===== config.mk =====
export PLATFORM = sky130hd
export DESIGN_NAME = sfrb_bank
export DESIGN_NICKNAME = d
export VERILOG_FILES = /design/src/pkg/sfrb_pkg.sv /design/src/hdl/sfrb_bank.sv
export SDC_FILE = /design/constraint.sdc
export NUM_CORES = 1
export LEC_CHECK = 0
export BUFFER_PORTS_ARGS = -buffer_cell sky130_fd_sc_hd__buf_2
export CAP_MARGIN = 20
export CELL_PAD_IN_SITES_DETAIL_PLACEMENT = 0
export CELL_PAD_IN_SITES_GLOBAL_PLACEMENT = 1
export CORE_MARGIN = 2
export CORE_UTILIZATION = 38
export CTS_BUF_LIST = sky130_fd_sc_hd__clkbuf_4 sky130_fd_sc_hd__clkbuf_8
export DETAILED_ROUTE_END_ITERATION = 16
export PLACE_DENSITY = 0.83
export SKIP_CTS_REPAIR_TIMING = 1
export SYNTH_ARGS = -nofsm -noshare
export SYNTH_HDL_FRONTEND = slang
export SYNTH_SLANG_ARGS = --single-unit

===== constraint.sdc =====
create_clock -name clk_i -period 2.8 [get_ports clk_i]
set_input_delay 0.28 -clock clk_i [delete_from_list [all_inputs] [get_ports clk_i]]
set_output_delay 0.28 -clock clk_i [all_outputs]
set_load 0.01 [all_outputs]

===== src/pkg/sfrb_pkg.sv =====
// sfrb_pkg: register indices, field positions and reset values for the
// bank 2/3 special function register block.
// assumes: a classic wishbone slave, byte address = 4 * register index.
package sfrb_pkg;
  // --------------------------------------------------------------------
  // register indices (byte address is four times the index)
  // --------------------------------------------------------------------
  localparam logic [8:0] IDX_INDIRECT_PORT_B2 = 9'h100;
  localparam logic [8:0] IDX_TIMER0_COUNT = 9'h101;
  localparam logic [8:0] IDX_PC_LOW_BYTE_B2 = 9'h102;
  localparam logic [8:0] IDX_CORE_FLAGS_B2 = 9'h103;
  localparam logic [8:0] IDX_INDIRECT_POINTER_B2 = 9'h104;
  localparam logic [8:0] IDX_PIN_PORT_TWO_DATA = 9'h106;
  localparam logic [8:0] IDX_PC_HIGH_LATCH_B2 = 9'h10a;
  localparam logic [8:0] IDX_CORE_IRQ_CONTROL_B2 = 9'h10b;
  localparam logic [8:0] IDX_NVM_DATA_LOW = 9'h10c;
  localparam logic [8:0] IDX_NVM_ADDR_LOW = 9'h10d;
  localparam logic [8:0] IDX_NVM_DATA_HIGH = 9'h10e;
  localparam logic [8:0] IDX_NVM_ADDR_HIGH = 9'h10f;
  localparam logic [8:0] IDX_INDIRECT_PORT_B3 = 9'h180;
  localparam logic [8:0] IDX_TIMER_OPTION_CFG = 9'h181;
  localparam logic [8:0] IDX_PC_LOW_BYTE_B3 = 9'h182;
  localparam logic [8:0] IDX_CORE_FLAGS_B3 = 9'h183;
  localparam logic [8:0] IDX_INDIRECT_POINTER_B3 = 9'h184;
  localparam logic [8:0] IDX_PIN_PORT_TWO_DIRECTION = 9'h186;
  localparam logic [8:0] IDX_PC_HIGH_LATCH_B3 = 9'h18a;
  localparam logic [8:0] IDX_CORE_IRQ_CONTROL_B3 = 9'h18b;
  localparam logic [8:0] IDX_NVM_CONTROL = 9'h18c;
  localparam logic [8:0] IDX_NVM_UNLOCK_SEQUENCE = 9'h18d;
  localparam logic [8:0] IDX_RESERVED_SLOT_A = 9'h18e;
  localparam logic [8:0] IDX_RESERVED_SLOT_B = 9'h18f;
  // in-bank offsets of the registers seen from both banks 2 and 3
  localparam logic [6:0] OFS_INDIRECT_PORT = 7'h00;
  localparam logic [6:0] OFS_PC_LOW_BYTE = 7'h02;
  localparam logic [6:0] OFS_CORE_FLAGS = 7'h03;
  localparam logic [6:0] OFS_INDIRECT_POINTER = 7'h04;
  localparam logic [6:0] OFS_PC_HIGH_LATCH = 7'h0a;
  localparam logic [6:0] OFS_CORE_IRQ_CONTROL = 7'h0b;
  // --------------------------------------------------------------------
  // core flags fields
  // --------------------------------------------------------------------
  localparam int FLG_IRP = 7;
  localparam int FLG_BANK_HI = 6;
  localparam int FLG_BANK_LO = 5;
  localparam int FLG_TIMEOUT = 4;
  localparam int FLG_POWERDOWN = 3;
  localparam int FLG_ZERO = 2;
  localparam int FLG_DIGIT_CARRY = 1;
  localparam int FLG_CARRY = 0;
  localparam int NVA_WIDE_BIT = 4;
  // --------------------------------------------------------------------
  // values after reset
  // --------------------------------------------------------------------
  localparam logic [7:0] RST_CORE_FLAGS = 8'h18;
  localparam logic [7:0] RST_TIMER_OPTION = 8'hff;
  localparam logic [7:0] RST_PORT_DIRECTION = 8'hff;
  localparam logic [7:0] RST_ZERO_BYTE = 8'h00;
  localparam logic [4:0] RST_PC_HIGH_LATCH = 5'h00;
  localparam logic [12:0] RST_PC = 13'h0000;
endpackage


===== src/hdl/sfrb_bank.sv =====
// sfrb_bank: bank 2/3 special function registers behind a wishbone slave,
// with the core datapath hooks for flags, program counter and sleep events.
// assumes: one 100 MHz clock, synchronous active-high reset, one master.
//
// The Wishbone interface to the registers is this design's own decision.
`timescale 1ns/1ns
`default_nettype none
module sfrb_bank #(
  parameter bit WIDE_NVM = 1'b1
) (
  input wire logic clk_i,
  input wire logic rst_i,
  input wire logic wb_cyc_i,
  input wire logic wb_stb_i,
  input wire logic wb_we_i,
  input wire logic [10:0] wb_adr_i,
  input wire logic [3:0] wb_sel_i,
  input wire logic [31:0] wb_dat_i,
  output logic [31:0] wb_dat_o,
  output logic wb_ack_o,
  input wire logic pc_load_i,
  input wire logic [7:0] pc_load_low_i,
  input wire logic flags_upd_i,
  input wire logic zero_flag_i,
  input wire logic digit_carry_flag_i,
  input wire logic carry_flag_i,
  input wire logic wdt_timeout_i,
  input wire logic sleep_i,
  input wire logic clrwdt_i,
  input wire logic [7:0] port_pins_i,
  output logic [12:0] pc_o,
  output logic [7:0] core_flags_o,
  output logic [7:0] core_irq_control_o,
  output logic [7:0] timer0_count_o,
  output logic [7:0] timer_option_o,
  output logic [7:0] port_latch_o,
  output logic [7:0] port_direction_o,
  output logic [7:0] nvm_data_low_o,
  output logic [7:0] nvm_addr_low_o,
  output logic [5:0] nvm_data_high_o,
  output logic [4:0] nvm_addr_high_o,
  output logic [4:0] nvm_control_o,
  output logic nvm_unlock_o,
  output logic [7:0] nvm_unlock_data_o
);
  // --------------------------------------------------------------------
  // state
  // --------------------------------------------------------------------
  typedef struct packed {
    logic ack;
    logic [7:0] rdat;
    logic [12:0] pc;
    logic [4:0] pclatch;
    logic [7:0] flags;
    logic [7:0] ptr;
    logic [7:0] irq;
    logic [7:0] tmr;
    logic [7:0] opt;
    logic [7:0] latch;
    logic [7:0] dir;
    logic [7:0] nvd_lo;
    logic [7:0] nva_lo;
    logic [5:0] nvd_hi;
    logic [4:0] nva_hi;
    logic [4:0] nvcon;
    logic unlock;
    logic [7:0] unlock_dat;
    logic [7:0] pin_meta;
    logic [7:0] pin_sync;
  } sfrb_state_s;

  sfrb_state_s st;
  sfrb_state_s next_st;
  logic req;
  logic [8:0] direct_idx;
  logic [8:0] eff_idx;
  logic [7:0] wdat;
  logic do_write;
  logic [4:0] nva_mask;

  // --------------------------------------------------------------------
  // address resolution
  // --------------------------------------------------------------------
  assign req = wb_cyc_i & wb_stb_i;
  assign wdat = wb_dat_i[7:0];
  // writes land at the edge where the master sees ack
  assign do_write = req & st.ack & wb_we_i & wb_sel_i[0];
  // bit 4 only on the larger variant
  assign nva_mask = WIDE_NVM ? 5'h1f : 5'h0f;

  // low window takes the bank from the bank select bits
  always_comb begin
    if (wb_adr_i[10]) begin
      direct_idx = wb_adr_i[10:2];
    end else begin
      direct_idx = {st.flags[sfrb_pkg::FLG_BANK_HI], st.flags[sfrb_pkg::FLG_BANK_LO],
                    wb_adr_i[8:2]};
    end
  end

  // indirect port accesses go to the location the pointer names
  always_comb begin
    if (direct_idx[8] && direct_idx[6:0] == sfrb_pkg::OFS_INDIRECT_PORT) begin
      eff_idx = {st.flags[sfrb_pkg::FLG_IRP], st.ptr};
    end else begin
      eff_idx = direct_idx;
    end
  end

  // read mux; shared registers match on the in-bank offset only
  function automatic logic [7:0] read_reg(input logic [8:0] idx, input sfrb_state_s s,
                                          input logic [4:0] msk);
    logic [7:0] v;
    v = 8'h00;
    // no read path exists for counter bits 12..8
    if (idx[8]) begin
      unique case (idx[6:0])
        sfrb_pkg::OFS_PC_LOW_BYTE: v = s.pc[7:0];
        sfrb_pkg::OFS_CORE_FLAGS: v = s.flags;
        sfrb_pkg::OFS_INDIRECT_POINTER: v = s.ptr;
        sfrb_pkg::OFS_PC_HIGH_LATCH: v = {3'h0, s.pclatch};
        sfrb_pkg::OFS_CORE_IRQ_CONTROL: v = s.irq;
        default: begin
          unique case (idx)
            sfrb_pkg::IDX_TIMER0_COUNT: v = s.tmr;
            sfrb_pkg::IDX_PIN_PORT_TWO_DATA: v = s.pin_sync;
            sfrb_pkg::IDX_NVM_DATA_LOW: v = s.nvd_lo;
            sfrb_pkg::IDX_NVM_ADDR_LOW: v = s.nva_lo;
            sfrb_pkg::IDX_NVM_DATA_HIGH: v = {2'h0, s.nvd_hi};
            sfrb_pkg::IDX_NVM_ADDR_HIGH: v = {3'h0, s.nva_hi & msk};
            sfrb_pkg::IDX_TIMER_OPTION_CFG: v = s.opt;
            sfrb_pkg::IDX_PIN_PORT_TWO_DIRECTION: v = s.dir;
            sfrb_pkg::IDX_NVM_CONTROL: v = {s.nvcon[4], 3'h0, s.nvcon[3:0]};
            default: v = 8'h00;
          endcase
        end
      endcase
    end
    return v;
  endfunction

  // --------------------------------------------------------------------
  // next state
  // --------------------------------------------------------------------
  always_comb begin
    next_st = st;
    next_st.unlock = 1'b0;
    // pins pass two flip-flops before anything reads them
    next_st.pin_meta = port_pins_i;
    next_st.pin_sync = st.pin_meta;
    // one-cycle ack, dropped the cycle after it is given
    next_st.ack = req & ~st.ack;
    if (req && !st.ack) begin
      next_st.rdat = read_reg(eff_idx, st, nva_mask);
    end
    // register writes; unlisted locations and bits fall through
    if (do_write && eff_idx[8]) begin
      unique case (eff_idx[6:0])
        sfrb_pkg::OFS_PC_LOW_BYTE: begin
          // writing the low byte loads the counter with the latch
          next_st.pc = {st.pclatch, wdat};
        end
        sfrb_pkg::OFS_CORE_FLAGS: begin
          // timeout and powerdown keep their value on writes
          next_st.flags = {wdat[7:5], st.flags[4:3], wdat[2:0]};
        end
        sfrb_pkg::OFS_INDIRECT_POINTER: next_st.ptr = wdat;
        // only five bits of the latch are stored
        sfrb_pkg::OFS_PC_HIGH_LATCH: next_st.pclatch = wdat[4:0];
        sfrb_pkg::OFS_CORE_IRQ_CONTROL: next_st.irq = wdat;
        default: begin
          unique case (eff_idx)
            sfrb_pkg::IDX_TIMER0_COUNT: next_st.tmr = wdat;
            sfrb_pkg::IDX_PIN_PORT_TWO_DATA: next_st.latch = wdat;
            sfrb_pkg::IDX_NVM_DATA_LOW: next_st.nvd_lo = wdat;
            sfrb_pkg::IDX_NVM_ADDR_LOW: next_st.nva_lo = wdat;
            sfrb_pkg::IDX_NVM_DATA_HIGH: next_st.nvd_hi = wdat[5:0];
            // bit 4 stored only on the larger variant
            sfrb_pkg::IDX_NVM_ADDR_HIGH: next_st.nva_hi = wdat[4:0] & nva_mask;
            sfrb_pkg::IDX_TIMER_OPTION_CFG: next_st.opt = wdat;
            sfrb_pkg::IDX_PIN_PORT_TWO_DIRECTION: next_st.dir = wdat;
            sfrb_pkg::IDX_NVM_CONTROL: next_st.nvcon = {wdat[7], wdat[3:0]};
            sfrb_pkg::IDX_NVM_UNLOCK_SEQUENCE: begin
              // no storage: a write is passed on as a pulse
              next_st.unlock = 1'b1;
              next_st.unlock_dat = wdat;
            end
            default: next_st.tmr = st.tmr;
          endcase
        end
      endcase
    end
    // a core counter load copies the latch into bits 12..8
    if (pc_load_i) begin
      next_st.pc = {st.pclatch, pc_load_low_i};
    end
    // flag results win over a software write to those bits
    if (flags_upd_i) begin
      next_st.flags[sfrb_pkg::FLG_ZERO] = zero_flag_i;
      next_st.flags[sfrb_pkg::FLG_DIGIT_CARRY] = digit_carry_flag_i;
      next_st.flags[sfrb_pkg::FLG_CARRY] = carry_flag_i;
    end
    // only watchdog, sleep and clear-watchdog events move these bits
    if (clrwdt_i) begin
      next_st.flags[sfrb_pkg::FLG_TIMEOUT] = 1'b1;
      next_st.flags[sfrb_pkg::FLG_POWERDOWN] = 1'b1;
    end else if (sleep_i) begin
      next_st.flags[sfrb_pkg::FLG_TIMEOUT] = 1'b1;
      next_st.flags[sfrb_pkg::FLG_POWERDOWN] = 1'b0;
    end else if (wdt_timeout_i) begin
      next_st.flags[sfrb_pkg::FLG_TIMEOUT] = 1'b0;
    end
  end

  // --------------------------------------------------------------------
  // registers
  // --------------------------------------------------------------------
  // power-up values; the power bits come up set
  always_ff @(posedge clk_i) begin
    if (rst_i) begin
      st <= '0;
      st.flags <= sfrb_pkg::RST_CORE_FLAGS;
      st.opt <= sfrb_pkg::RST_TIMER_OPTION;
      st.dir <= sfrb_pkg::RST_PORT_DIRECTION;
      st.pclatch <= sfrb_pkg::RST_PC_HIGH_LATCH;
      st.pc <= sfrb_pkg::RST_PC;
      st.irq <= sfrb_pkg::RST_ZERO_BYTE;
    end else begin
      st <= next_st;
    end
  end

  // outputs straight from the state
  assign wb_ack_o = st.ack;
  assign wb_dat_o = {24'h000000, st.rdat};
  assign pc_o = st.pc;
  assign core_flags_o = st.flags;
  assign core_irq_control_o = st.irq;
  assign timer0_count_o = st.tmr;
  assign timer_option_o = st.opt;
  assign port_latch_o = st.latch;
  assign port_direction_o = st.dir;
  assign nvm_data_low_o = st.nvd_lo;
  assign nvm_addr_low_o = st.nva_lo;
  assign nvm_data_high_o = st.nvd_hi;
  assign nvm_addr_high_o = st.nva_hi;
  assign nvm_control_o = st.nvcon;
  assign nvm_unlock_o = st.unlock;
  assign nvm_unlock_data_o = st.unlock_dat;
endmodule
`default_nettype wire


; Word-level counts from Yosys, hierarchy flattened
; Index checks and enable logic that the tools add are counted.
[totals]
register_bits = 140
out_inout_bits = 135
wordCells = 101
[classes]
n_eq_ne = 15
n_mux = 26
bitwise = 8
n_reduce_logical = 29
[op_table]
columns = cell, n
row1 = $mux W115, 1
row2 = $eq A9 B9 Y1 const B, 10
row3 = $mux W8, 10
row4 = $mux W73, 1
row5 = $pmux W8 S9, 1
row6 = $pmux W8 S5, 1
row7 = $reduce_and A3 Y1, 10
row8 = $mux W9, 3
row9 = $mux W13, 2
row10 = $mux W5, 3
row11 = $eq A7 B2 Y1 const B, 2
row12 = $eq A7 B4 Y1 const B, 2
row13 = $reduce_and A2 Y1, 6
row14 = $reduce_bool A2 Y1, 4
row15 = $eq A7 B3 Y1 const B, 1
row16 = $logic_not A7 Y1, 1
row17 = $reduce_or A7 Y1, 1
row18 = $mux W6, 1
row19 = $and A1 B1 Y1, 5
row20 = $reduce_or A5 Y1, 1
row21 = $logic_and A1 B1 Y1, 3
row22 = $mux W3, 1
row23 = $not A1 Y1, 3
row24 = $reduce_or A3 Y1, 1
row25 = 3 further kinds, 4

; Depth between registers and ports, before layout
; Gate-level depths: netlist (run 1).
[depth]
depth_word = 9
depth_mapped = 9
depth_no_buf = 6

; Worst setup path before layout (run 1)
; OpenSTA, ideal clock, no wires.
[synth_timing]
path_type = input-to-reg
from = in wb_adr_i[5]
to = reg st, in the netlist wb_dat_o[3]
setup_ps = 128
arrival_time_ps = 2285
slack_ps = 387
cell_stages = 9
path_buffers = 3
path_cell_list = buf_6 -> or4_1 -> buf_2 -> o31ai_4 -> nor3_2 -> buf_2 -> a222oi_1 -> and4b_1 -> a211oi_1
[synth_via]
elab_chain_cells = 8
[synth_lines]
columns = item, line_no
row1 = from (decl), sfrb_bank.sv:16  ; input wire logic [10:0] wb_adr_i,
row2 = $mux W9 *, sfrb_bank.sv:93  ; if (wb_adr_i[10]) begin
row3 = $logic_not A7 Y1, sfrb_bank.sv:103  ; if (direct_idx[8] && direct_idx[6:0] == sfrb_pkg::OFS_INDIRECT_PORT) begin
row4 = $logic_and A1 B1 Y1, sfrb_bank.sv:103
row5 = $mux W9 *, sfrb_bank.sv:103
row6 = $eq A9 B9 Y1, sfrb_bank.sv:124  ; unique case (idx)
row7 = $pmux W8 S9, sfrb_bank.sv:124
row8 = $pmux W8 S5, sfrb_bank.sv:117  ; unique case (idx[6:0])
row9 = $mux W8 *, sfrb_bank.sv:116  ; if (idx[8]) begin
row10 = to (signal assigned), sfrb_bank.sv:229  ; st <= next_st;
row11 = to (decl), sfrb_bank.sv:72  ; sfrb_state_s st;
; Every way passes the cells marked *; elsewhere a longest branch is shown, timed or not.
; A chain may end at the register's enable or synchronous reset.

; Worst setup path after layout (run 1)
[layout_timing]
from = reg st[97] (netlist bit)
to = reg st, in the netlist pc_o[0]
[layout_via]
elab_chain_cells = 4
[layout_lines]
columns = item, line_no
row1 = $mux W9, sfrb_bank.sv:103
row2 = $eq A7 B2 Y1, sfrb_bank.sv:158  ; unique case (eff_idx[6:0])
row3 = $reduce_bool A2 Y1 (no source line), -
row4 = $reduce_and A2 Y1 (no source line), -
; Every way passes these cells.

==> results_dict.tcl, run 1 <==
set metrics [dict create \
    status "complete, no violations" \
    core-area_sq_mm 0.0196 \
    clock_path_buffers 2 \
    syn_area_sq_mm 0.00763 \
    cts_tree "yes" \
    met3_wirelength_mm 1.61 \
    synth.distinct_cells 77 \
    grt_use_total_pct 21.8 \
    tightest_slew_ns 1.08 \
    crit_arrival_ns 3.00 \
    place_area_sq_mm 0.00807 \
    hold_path_startpoint "port_pins_i[6]" \
    path_max_fanout 10 \
    multi_input_area_sq_mm 0.00362 \
    synth_ff_type "dfxtp_1" \
    finalWirelength_mm 23.5 \
    first_pass_iters 7 \
    clock_sinks 140 \
    start_kind "register" \
    p_total_mw 4.24 \
    slew-limit-headroom_pct 28.1 \
    cpPeakStageDelay_ns 0.67 \
    n_fill_cell 2015 \
    syn_to_final_growth_pct 11.8 \
    hpwl_mm 17.2 \
    die_height_microns 146 \
    synth_common_cells "140 x dfxtp_1, 137 x buf_4, 108 x nor2_1, 81 x mux2i_1, 44 x nand2_1" \
    dp_slack_ns 0.0378 \
    highest-signal-layer "met4" \
    place.gp.congestion 0.967 \
    cp-end-kind "register" \
    dieWidth_microns 146 \
    ff2ff_setup_slack_ns 0.16 \
    htreeDepth 4 \
    synth_warnings 0 \
    start_util_pct 39.0 \
    grt_max_degree 105 \
    port_buffers 157 \
    syn_area_per_cell_sq_um 9.08 \
    powerDensity_mw_per_mm2 497 \
    slew_viol_final 0 \
    drive_gt1_share_pct 30.1 \
    clock_latency_ns 0.46 \
    r2r-end "pc_o[0]$_SDFFE_PP0P_" \
    hold_class "primary input to register" \
    synth_seq_area_share_pct 36.7 \
    setup_viol 0 \
    clock_skew_ns 0.0105 \
    vias 6305 \
    drtIter0Drc 549 \
    critPathMostFrequentCell "buf_4" \
    cts_root_buf "clkbuf_8" \
    crit_path_cell_trace "buf_4 -> or3b_1 -> o41ai_4 -> nor4b_4 -> a21oi_4 -> buf_4 -> a211oi_1" \
    final_cell_area_sq_mm 0.00853 \
    wire_per_inst_microns 19.7 \
    grt_overflow 0 \
    wl_met1_mm 10.9 \
    drcViolationCount 0 \
    fin_util_pct 43.5 \
    synth_edf_count 0 \
    min_path_cells 2 \
    synth_top_cell_by_area "dfxtp_1" \
    crit_path_top_delay_cell "nor4b_4" \
    path_class "register to register" \
    p_leak_nw 4.02 \
    ios 211 \
    rows 51 \
    tns_ns 0 \
    clk_pin_slew_ns 0.08 \
    crit_required_ns 3.16 \
    grt_pass1_vias 5860 \
    synthCells 840 \
    diodes 0 \
    antenna_found_initial 0 \
    numCtsBuffers 17 \
    via_per_inst 5.29 \
    finalWorstPathRequiredPeriod_ns 2.64 \
    finalHoldViolCount 0 \
    final_nets 990 \
    dieArea_sq_mm 0.0212 \
    drv_cap 0 \
    r2r-start "st[97]$_SDFFE_PP0P_" \
    ys_ff_latch 140 \
    ff2ff_path_depth 7 \
    synth_top_cell_area_share_pct 36.7 \
    yosysMostFrequentCell "dfxtp_1" \
    ir_drop_v 0.000275 \
    synth_area_leaders "dfxtp_1 37%, buf_4 13%, mux2i_1 11%, nor2_1 5.3%, a21oi_1 2.6%" \
    antenna_left 0 \
    grt_pass1_wl_mm 35.3 \
    worst_slack_ns 0.163 \
    rsz0062_at_grt "no" \
    finalCritPeriodShare_pct 94.2 \
    met2_length_mm 10.3 \
    hold_end "next_st[6]$_SDFF_PP0_" \
    regArea_sq_mm 0.00280 \
    async_reset_ff_share_pct 0 \
    max_freq_mhz 379 \
]
-- cell usage in the layout, fill, tap and decap left out, drive strengths merged, types with 4 or more instances in the layout --
master / n
o2111ai: 7
o211ai: 8
o2111a: 4
o21ai: 12
conb: 24
nor3: 23
mux2i: 81
a32oi: 4
o41ai: 4
a22oi: 10
a21oi: 40
dfxtp: 140
a211oi: 11
nand2: 44
nor2: 109
nor2b: 20
and2: 5
a311oi: 7
nor4: 6
inv: 9
bufinv: 4
clkbuf: 22
clkinv: 4
a222oi: 5
a41oi: 4
a22o: 13
o2bb2ai: 4
buf: 217
nor4b: 4
nand3: 24
a221oi: 4
o22ai: 4
-- routing by layer --
metal,global-route usage [%],up-vias
met4,8.48,0
li1,-,2999
met2,32.4,277
met5,0,-
met1,30.6,2992
met3,4.80,37
-- worst max-delay path by stage --
stage,start,to,slack (ns)
after floorplan,wb_adr_i[5],wb_dat_o[3]$_SDFFE_PP0P_,0.39
after global placement,wb_adr_i[7],nvm_data_low_o[5]$_SDFFE_PP0P_,0.04
after detailed placement,wb_adr_i[7],nvm_data_low_o[3]$_SDFFE_PP0P_,0.04
after CTS,st[97]$_SDFFE_PP0P_,pc_o[0]$_SDFFE_PP0P_,0.19
after global routing,st[97]$_SDFFE_PP0P_,pc_o[10]$_SDFFE_PP0P_,0.01
final,st[97]$_SDFFE_PP0P_,pc_o[0]$_SDFFE_PP0P_,0.16
-- where the power goes --
group	leakage (nW)	internal [mW]	total [mW]	switching [mW]
combinational	2.66	0.123	0.363	0.240
sequential	1.13	2.01	2.03	0.0156
clock	0.226	1.06	1.85	0.790
-- stage by stage --
stage                     hold slack (ns)  cells
after floorplan                     0.377    863
after global placement              0.425   1159
after detailed placement            0.424   1159
after CTS                         -0.0271   1191
after global routing               0.0111   1192
final                              0.0219   1192
-- layout make-up --
| cell class | count | area share [%] |
|---|---|---|
| multi-input cells | 528 | 42.5 |
| repair buffers | 218 | 15.1 |
| flip-flops and latches | 140 | 32.9 |
| inverters | 9 | 0.396 |
| clock buffers | 22 | 3.40 |
| well taps | 265 | 3.89 |
| clock inverters | 10 | 1.91 |
-- logic make-up (layout without fill, tap and decap cells) --
family,count (synthesis),in the layout,synth area share (%)
flip-flops,140,140,36.7
buffers and inverters,195,259,16.9
AO/OA/AOI/OAI,164,164,18.7
AND/OR/NAND/NOR,258,258,16.8
multiplexers,82,82,10.8
other,1,24,0.0491
-- critical path, delay by kind of cell, from the launching register on --
family	cells	cell delay [ns]
AND/OR/NAND/NOR	2	1.08
AO/OA/AOI/OAI	3	0.66
buffers and inverters	2	0.41
flip-flops	1	0.38
-- state kept, by name, summed over array words and instances (netlist names) --
signal and flops:
next_st 8, nvm_control_o 5, nvm_addr_low_o 8, nvm_unlock_o 1
wb_dat_o 8, timer_option_o 8, timer0_count_o 8, nvm_unlock_data_o 8
pc_o 13, nvm_addr_high_o 5, wb_ack_o 1, core_irq_control_o 8
st 21, port_direction_o 8, nvm_data_low_o 8, port_latch_o 8
core_flags_o 8, nvm_data_high_o 6
Power figures use the tool's default switching activity.
==> run 2: changes to the inputs <==
--- a/config.mk
+++ b/config.mk
@@ -9,6 +9,7 @@
 export CAP_MARGIN = 20
 export CELL_PAD_IN_SITES_DETAIL_PLACEMENT = 0
 export CELL_PAD_IN_SITES_GLOBAL_PLACEMENT = 1
+export CORE_ASPECT_RATIO = 0.7
 export CORE_MARGIN = 2
 export CORE_UTILIZATION = 38
 export CTS_BUF_LIST = sky130_fd_sc_hd__clkbuf_4 sky130_fd_sc_hd__clkbuf_8
==> results_dict.tcl, run 2 (synthesis gave the netlist of run 1 again) <==
set metrics [dict create \
    core-area_sq_mm 0.0197 \
    diodes 0 \
    drcViolationCount 0 \
    cp-end-kind "register" \
    rows 43 \
    final_nets 982 \
    p_leak_nw 3.98 \
    largest_reg_flops 21 \
    slew-limit-headroom_pct 40.9 \
    ir_drop_v 0.000298 \
    worst-path-buf-inv 1 \
    grt_pass1_wl_mm 36.1 \
    drv_cap 0 \
    tns_ns 0 \
    crit_required_ns 3.17 \
    clock_skew_ns 0.0117 \
    port_buffers 157 \
    finalCritPeriodShare_pct 96.1 \
    dieArea_sq_mm 0.0212 \
    clk_pin_slew_ns 0.09 \
    slew_viol_final 0 \
    finalHoldViolCount 0 \
    finalWorstPathRequiredPeriod_ns 2.69 \
    clock_latency_ns 0.45 \
    crit_path_cell_trace "or4bb_1 -> o41a_1 -> a2111oi_4 -> buf_4 -> o2bb2ai_1 -> nor4_1 -> a211oi_1" \
    numCtsBuffers 17 \
    drtIter0Drc 614 \
    largest_register "st" \
    dp_slack_ns 0.134 \
    powerDensity_mw_per_mm2 506 \
    worst_slack_ns 0.109 \
    first_pass_iters 5 \
    grt_pass1_vias 5915 \
    via_per_inst 5.37 \
    crit_arrival_ns 3.06 \
    die_height_microns 123 \
    max_freq_mhz 372 \
    cpPeakStageDelay_ns 0.55 \
    htreeDepth 4 \
    clock_sinks 140 \
    place.gp.congestion 0.934 \
    wire_per_inst_microns 20.3 \
    path_max_fanout 9 \
    start_kind "register" \
    path_delay_family "compound AO/OA/AOI/OAI gates" \
    drive_gt1_share_pct 29.6 \
    grt_max_degree 88 \
    cts_root_buf "clkbuf_8" \
    rsz0062_at_grt "no" \
    path_class "register to register" \
    layout_common_cells "156 x buf_2, 140 x dfxtp_1, 108 x nor2_1" \
    hold_class "primary input to register" \
    whs_ns 0.0309 \
    vias 6383 \
    clock_path_buffers 2 \
    grt_use_total_pct 22.6 \
    status "complete, no violations" \
    finalWirelength_mm 24.2 \
    syn_to_final_growth_pct 11.2 \
    antenna_left 0 \
    crit_path_top_delay_cell "or4bb_1" \
    ios 211 \
    final_common_cell "buf_2" \
    start_util_pct 38.6 \
    dieWidth_microns 173 \
    setup_viol 0 \
    tightest_slew_ns 0.887 \
    cts_tree "yes" \
    grt_overflow 0 \
    antenna_found_initial 0 \
    hpwl_mm 17.8 \
]
run 2: layout make-up:
type,instances,area (sq um)
inverters,9,33.8
well taps,270,338
repair buffers,210,1230
flip-flops and latches,140,2800
fillers,2007,11300
multi-input cells,528,3630
clock buffers,19,255
clock inverters,13,205
run 2: report_power, final:
part / internal [mW] / switching (mW) / leakage (nW)
combinational: 0.117 / 0.243 / 2.61
sequential: 2.01 / 0.0175 / 1.13
clock: 1.03 / 0.875 / 0.228
total: 3.16 / 1.14 / 3.98
run 2: layer usage:
metal	routed length (microns)	track usage (%)
met5	0	0
met4	239	4.82
met3	2710	8.33
met2	9640	31.7
met1	11600	32.8
run 2: final timing paths:
check / depth (start not counted) / to / start / slack [ns]
hold reg to reg: 1 / st[2]$_SDFF_PP0_ / next_st[2]$_SDFF_PP0_ / 0.45
setup / recovery: 7 / wb_dat_o[2]$_SDFFE_PP0P_ / st[97]$_SDFFE_PP0P_ / 0.11
hold / removal: 2 / next_st[7]$_SDFF_PP0_ / port_pins_i[7] / 0.03
setup reg to reg: 7 / wb_dat_o[2]$_SDFFE_PP0P_ / st[97]$_SDFFE_PP0P_ / 0.11
run 2: per-stage QoR:
| stage | power, mW | std cells | utilization, % | cell area, sq um |
|---|---|---|---|---|
| floorplan | 2.31 | 863 | - | 7720 |
| global placement | 2.43 | 1156 | 40.6 | 8010 |
| detailed placement | 2.43 | 1156 | 40.6 | 8010 |
| CTS | 4.32 | 1188 | 42.9 | 8470 |
| global route | 4.44 | 1189 | 43.0 | 8490 |
| finish | 4.29 | 1189 | 43.0 | 8490 |
==> run 3: changes to the inputs <==
--- a/config.mk
+++ b/config.mk
@@ -7,14 +7,14 @@
 export LEC_CHECK = 0
 export BUFFER_PORTS_ARGS = -buffer_cell sky130_fd_sc_hd__buf_2
 export CAP_MARGIN = 20
-export CELL_PAD_IN_SITES_DETAIL_PLACEMENT = 0
-export CELL_PAD_IN_SITES_GLOBAL_PLACEMENT = 1
+export CELL_PAD_IN_SITES_DETAIL_PLACEMENT = 2
+export CELL_PAD_IN_SITES_GLOBAL_PLACEMENT = 2
 export CORE_ASPECT_RATIO = 0.7
 export CORE_MARGIN = 2
-export CORE_UTILIZATION = 38
+export CORE_UTILIZATION = 32
 export CTS_BUF_LIST = sky130_fd_sc_hd__clkbuf_4 sky130_fd_sc_hd__clkbuf_8
 export DETAILED_ROUTE_END_ITERATION = 16
-export PLACE_DENSITY = 0.83
+export PLACE_DENSITY = 0.87
 export SKIP_CTS_REPAIR_TIMING = 1
 export SYNTH_ARGS = -nofsm -noshare
 export SYNTH_HDL_FRONTEND = slang
==> results_dict.tcl, run 3 (synthesis gave the netlist of run 1 again) <==
set metrics [dict create \
    rsz0062_at_grt "no" \
    powerDensity_mw_per_mm2 513 \
    intPower_mw 3.24 \
    wl_met1_mm 13.8 \
    clk_pin_slew_ns 0.09 \
    antenna_found_initial 0 \
    r2r-start "st[98]$_SDFFE_PP0P_" \
    dieWidth_microns 189 \
    drtIter0Drc 594 \
    min_path_cells 2 \
    start_kind "register" \
    whs_ns -0.00281 \
    netSwitchingFraction_pct 27.1 \
    cts_tree "yes" \
    worst_slack_ns 0.114 \
    violations "hold timing" \
    n_fill_cell 2660 \
    clock_sinks 140 \
    grt_pass1_wl_mm 44.7 \
    max_freq_mhz 372 \
    p_sw_mw 1.20 \
    met3_wirelength_mm 2.73 \
    final_common_cell "buf_2" \
    antenna_left 0 \
    grt_overflow 0 \
    final_nets 992 \
    largest_reg_flops 21 \
    layout_common_cells "156 x buf_2, 139 x dfxtp_1, 108 x nor2_1" \
    grt_pass1_vias 7025 \
    tns_ns 0 \
    hpwl_mm 22.2 \
    finalWirelength_mm 30.2 \
    numCtsBuffers 17 \
    syn_to_final_growth_pct 13.4 \
    drive_gt1_share_pct 30.5 \
    setup_viol 0 \
    p_seq_share_pct 45.7 \
    cts_root_buf "clkbuf_8" \
    clock_skew_ns 0.0132 \
    via_per_inst 5.35 \
    path_class "register to register" \
    clock_latency_ns 0.49 \
    hold_path_startpoint "port_pins_i[5]" \
    slew-limit-headroom_pct 40.8 \
    crit_required_ns 3.20 \
    crit_path_cell_trace "or4bb_1 -> o41a_1 -> a2111oi_4 -> buf_4 -> o2bb2ai_1 -> nor4_1 -> a211oi_1" \
    cpPeakStageDelay_ns 0.51 \
    tightest_slew_ns 0.888 \
    ios 211 \
    start_util_pct 32.4 \
    dieArea_sq_mm 0.0251 \
    cp-end-kind "register" \
    rows 47 \
    htreeDepth 4 \
    finalHoldViolCount 2 \
    die_height_microns 133 \
    path_max_fanout 8 \
    drcViolationCount 0 \
    p_total_mw 4.44 \
    hold_class "primary input to register" \
    core-area_sq_mm 0.0235 \
    vias 6677 \
    crit_start "st[98]$_SDFFE_PP0P_" \
    drv_cap 0 \
    worst-path-buf-inv 1 \
    finalCritPeriodShare_pct 95.9 \
    largest_register "st" \
    met2_length_mm 13.3 \
    crit_cells 7 \
    place.gp.congestion 0.883 \
    p_leak_nw 4.05 \
    grt_use_total_pct 24.0 \
    crit_arrival_ns 3.09 \
    diodes 0 \
    grt_max_degree 83 \
    finalWorstPathRequiredPeriod_ns 2.69 \
    ff2ff_path_depth 7 \
    p_clk_share_pct 45.7 \
    highest-signal-layer "met4" \
    ff2ff_setup_slack_ns 0.11 \
    crit_path_top_delay_cell "dfxtp_1" \
    slew_viol_final 0 \
    path_delay_family "compound AO/OA/AOI/OAI gates" \
    ir_drop_v 0.000298 \
    port_buffers 157 \
    fin_util_pct 36.8 \
    clock_path_buffers 2 \
    status "complete, but fails checks" \
    p_comb_share_pct 8.6 \
    wire_per_inst_microns 24.2 \
    dp_slack_ns 0.00926 \
    first_pass_iters 5 \
]
[run 3: cell types whose count changed in the layout (fill, tap and decap cells not counted), sizes merged]
cell,delta
buf,+10
bufinv,+1
clkbuf,-1
clkinv,-2
inv,+2
[run 3: path summary, 6_finish.rpt]
path                              endpoint
setup / recovery  wb_dat_o[2]$_SDFFE_PP0P_
hold / removal       next_st[5]$_SDFF_PP0_
setup reg to reg  wb_dat_o[2]$_SDFFE_PP0P_
hold reg to reg           st[7]$_SDFF_PP0_
[run 3: per-layer routing]
layer | up-vias | global-route usage [%]
met5 | - | 0
met4 | 0 | 5.25
met3 | 33 | 8.69
met2 | 256 | 36.3
met1 | 3396 | 32.7
li1 | 2992 | -
[run 3: power by group through the flow]
stage               Clock (mW)  Combinational, mW  Sequential (mW)
finish                    2.03              0.380             2.03
global route              2.15              0.408             2.03
floorplan                    0              0.245             2.07
detailed placement           0              0.370             2.08
CTS                       2.07              0.373             2.03
global placement             0              0.360             2.08
[run 3: through the flow]
step	instance area, sq um	instances
floorplan	7720	863
global placement	8130	1213
detailed placement	8130	1213
CTS	8610	1245
global route	8650	1247
finish	8650	1247
[run 3: layout make-up]
class	count	area (sq um)	share of cell area [%]
Multi-Input combinational cell	528	3640	42.1
Sequential cell	140	2800	32.4
Timing Repair Buffer	220	1300	15.0
Tap cell	318	398	4.60
Clock buffer	18	248	2.86
Clock inverter	14	229	2.65
Inverter	9	33.8	0.390
[run 3: worst reg2reg max path, stage by stage (launching register included)]
cell and delay, ns:
dfxtp_1 0.51, or4bb_1 0.51, o41a_1 0.42, a2111oi_4 0.45, buf_4 0.21, o2bb2ai_1 0.16
nor4_1 0.12, a211oi_1 0.24
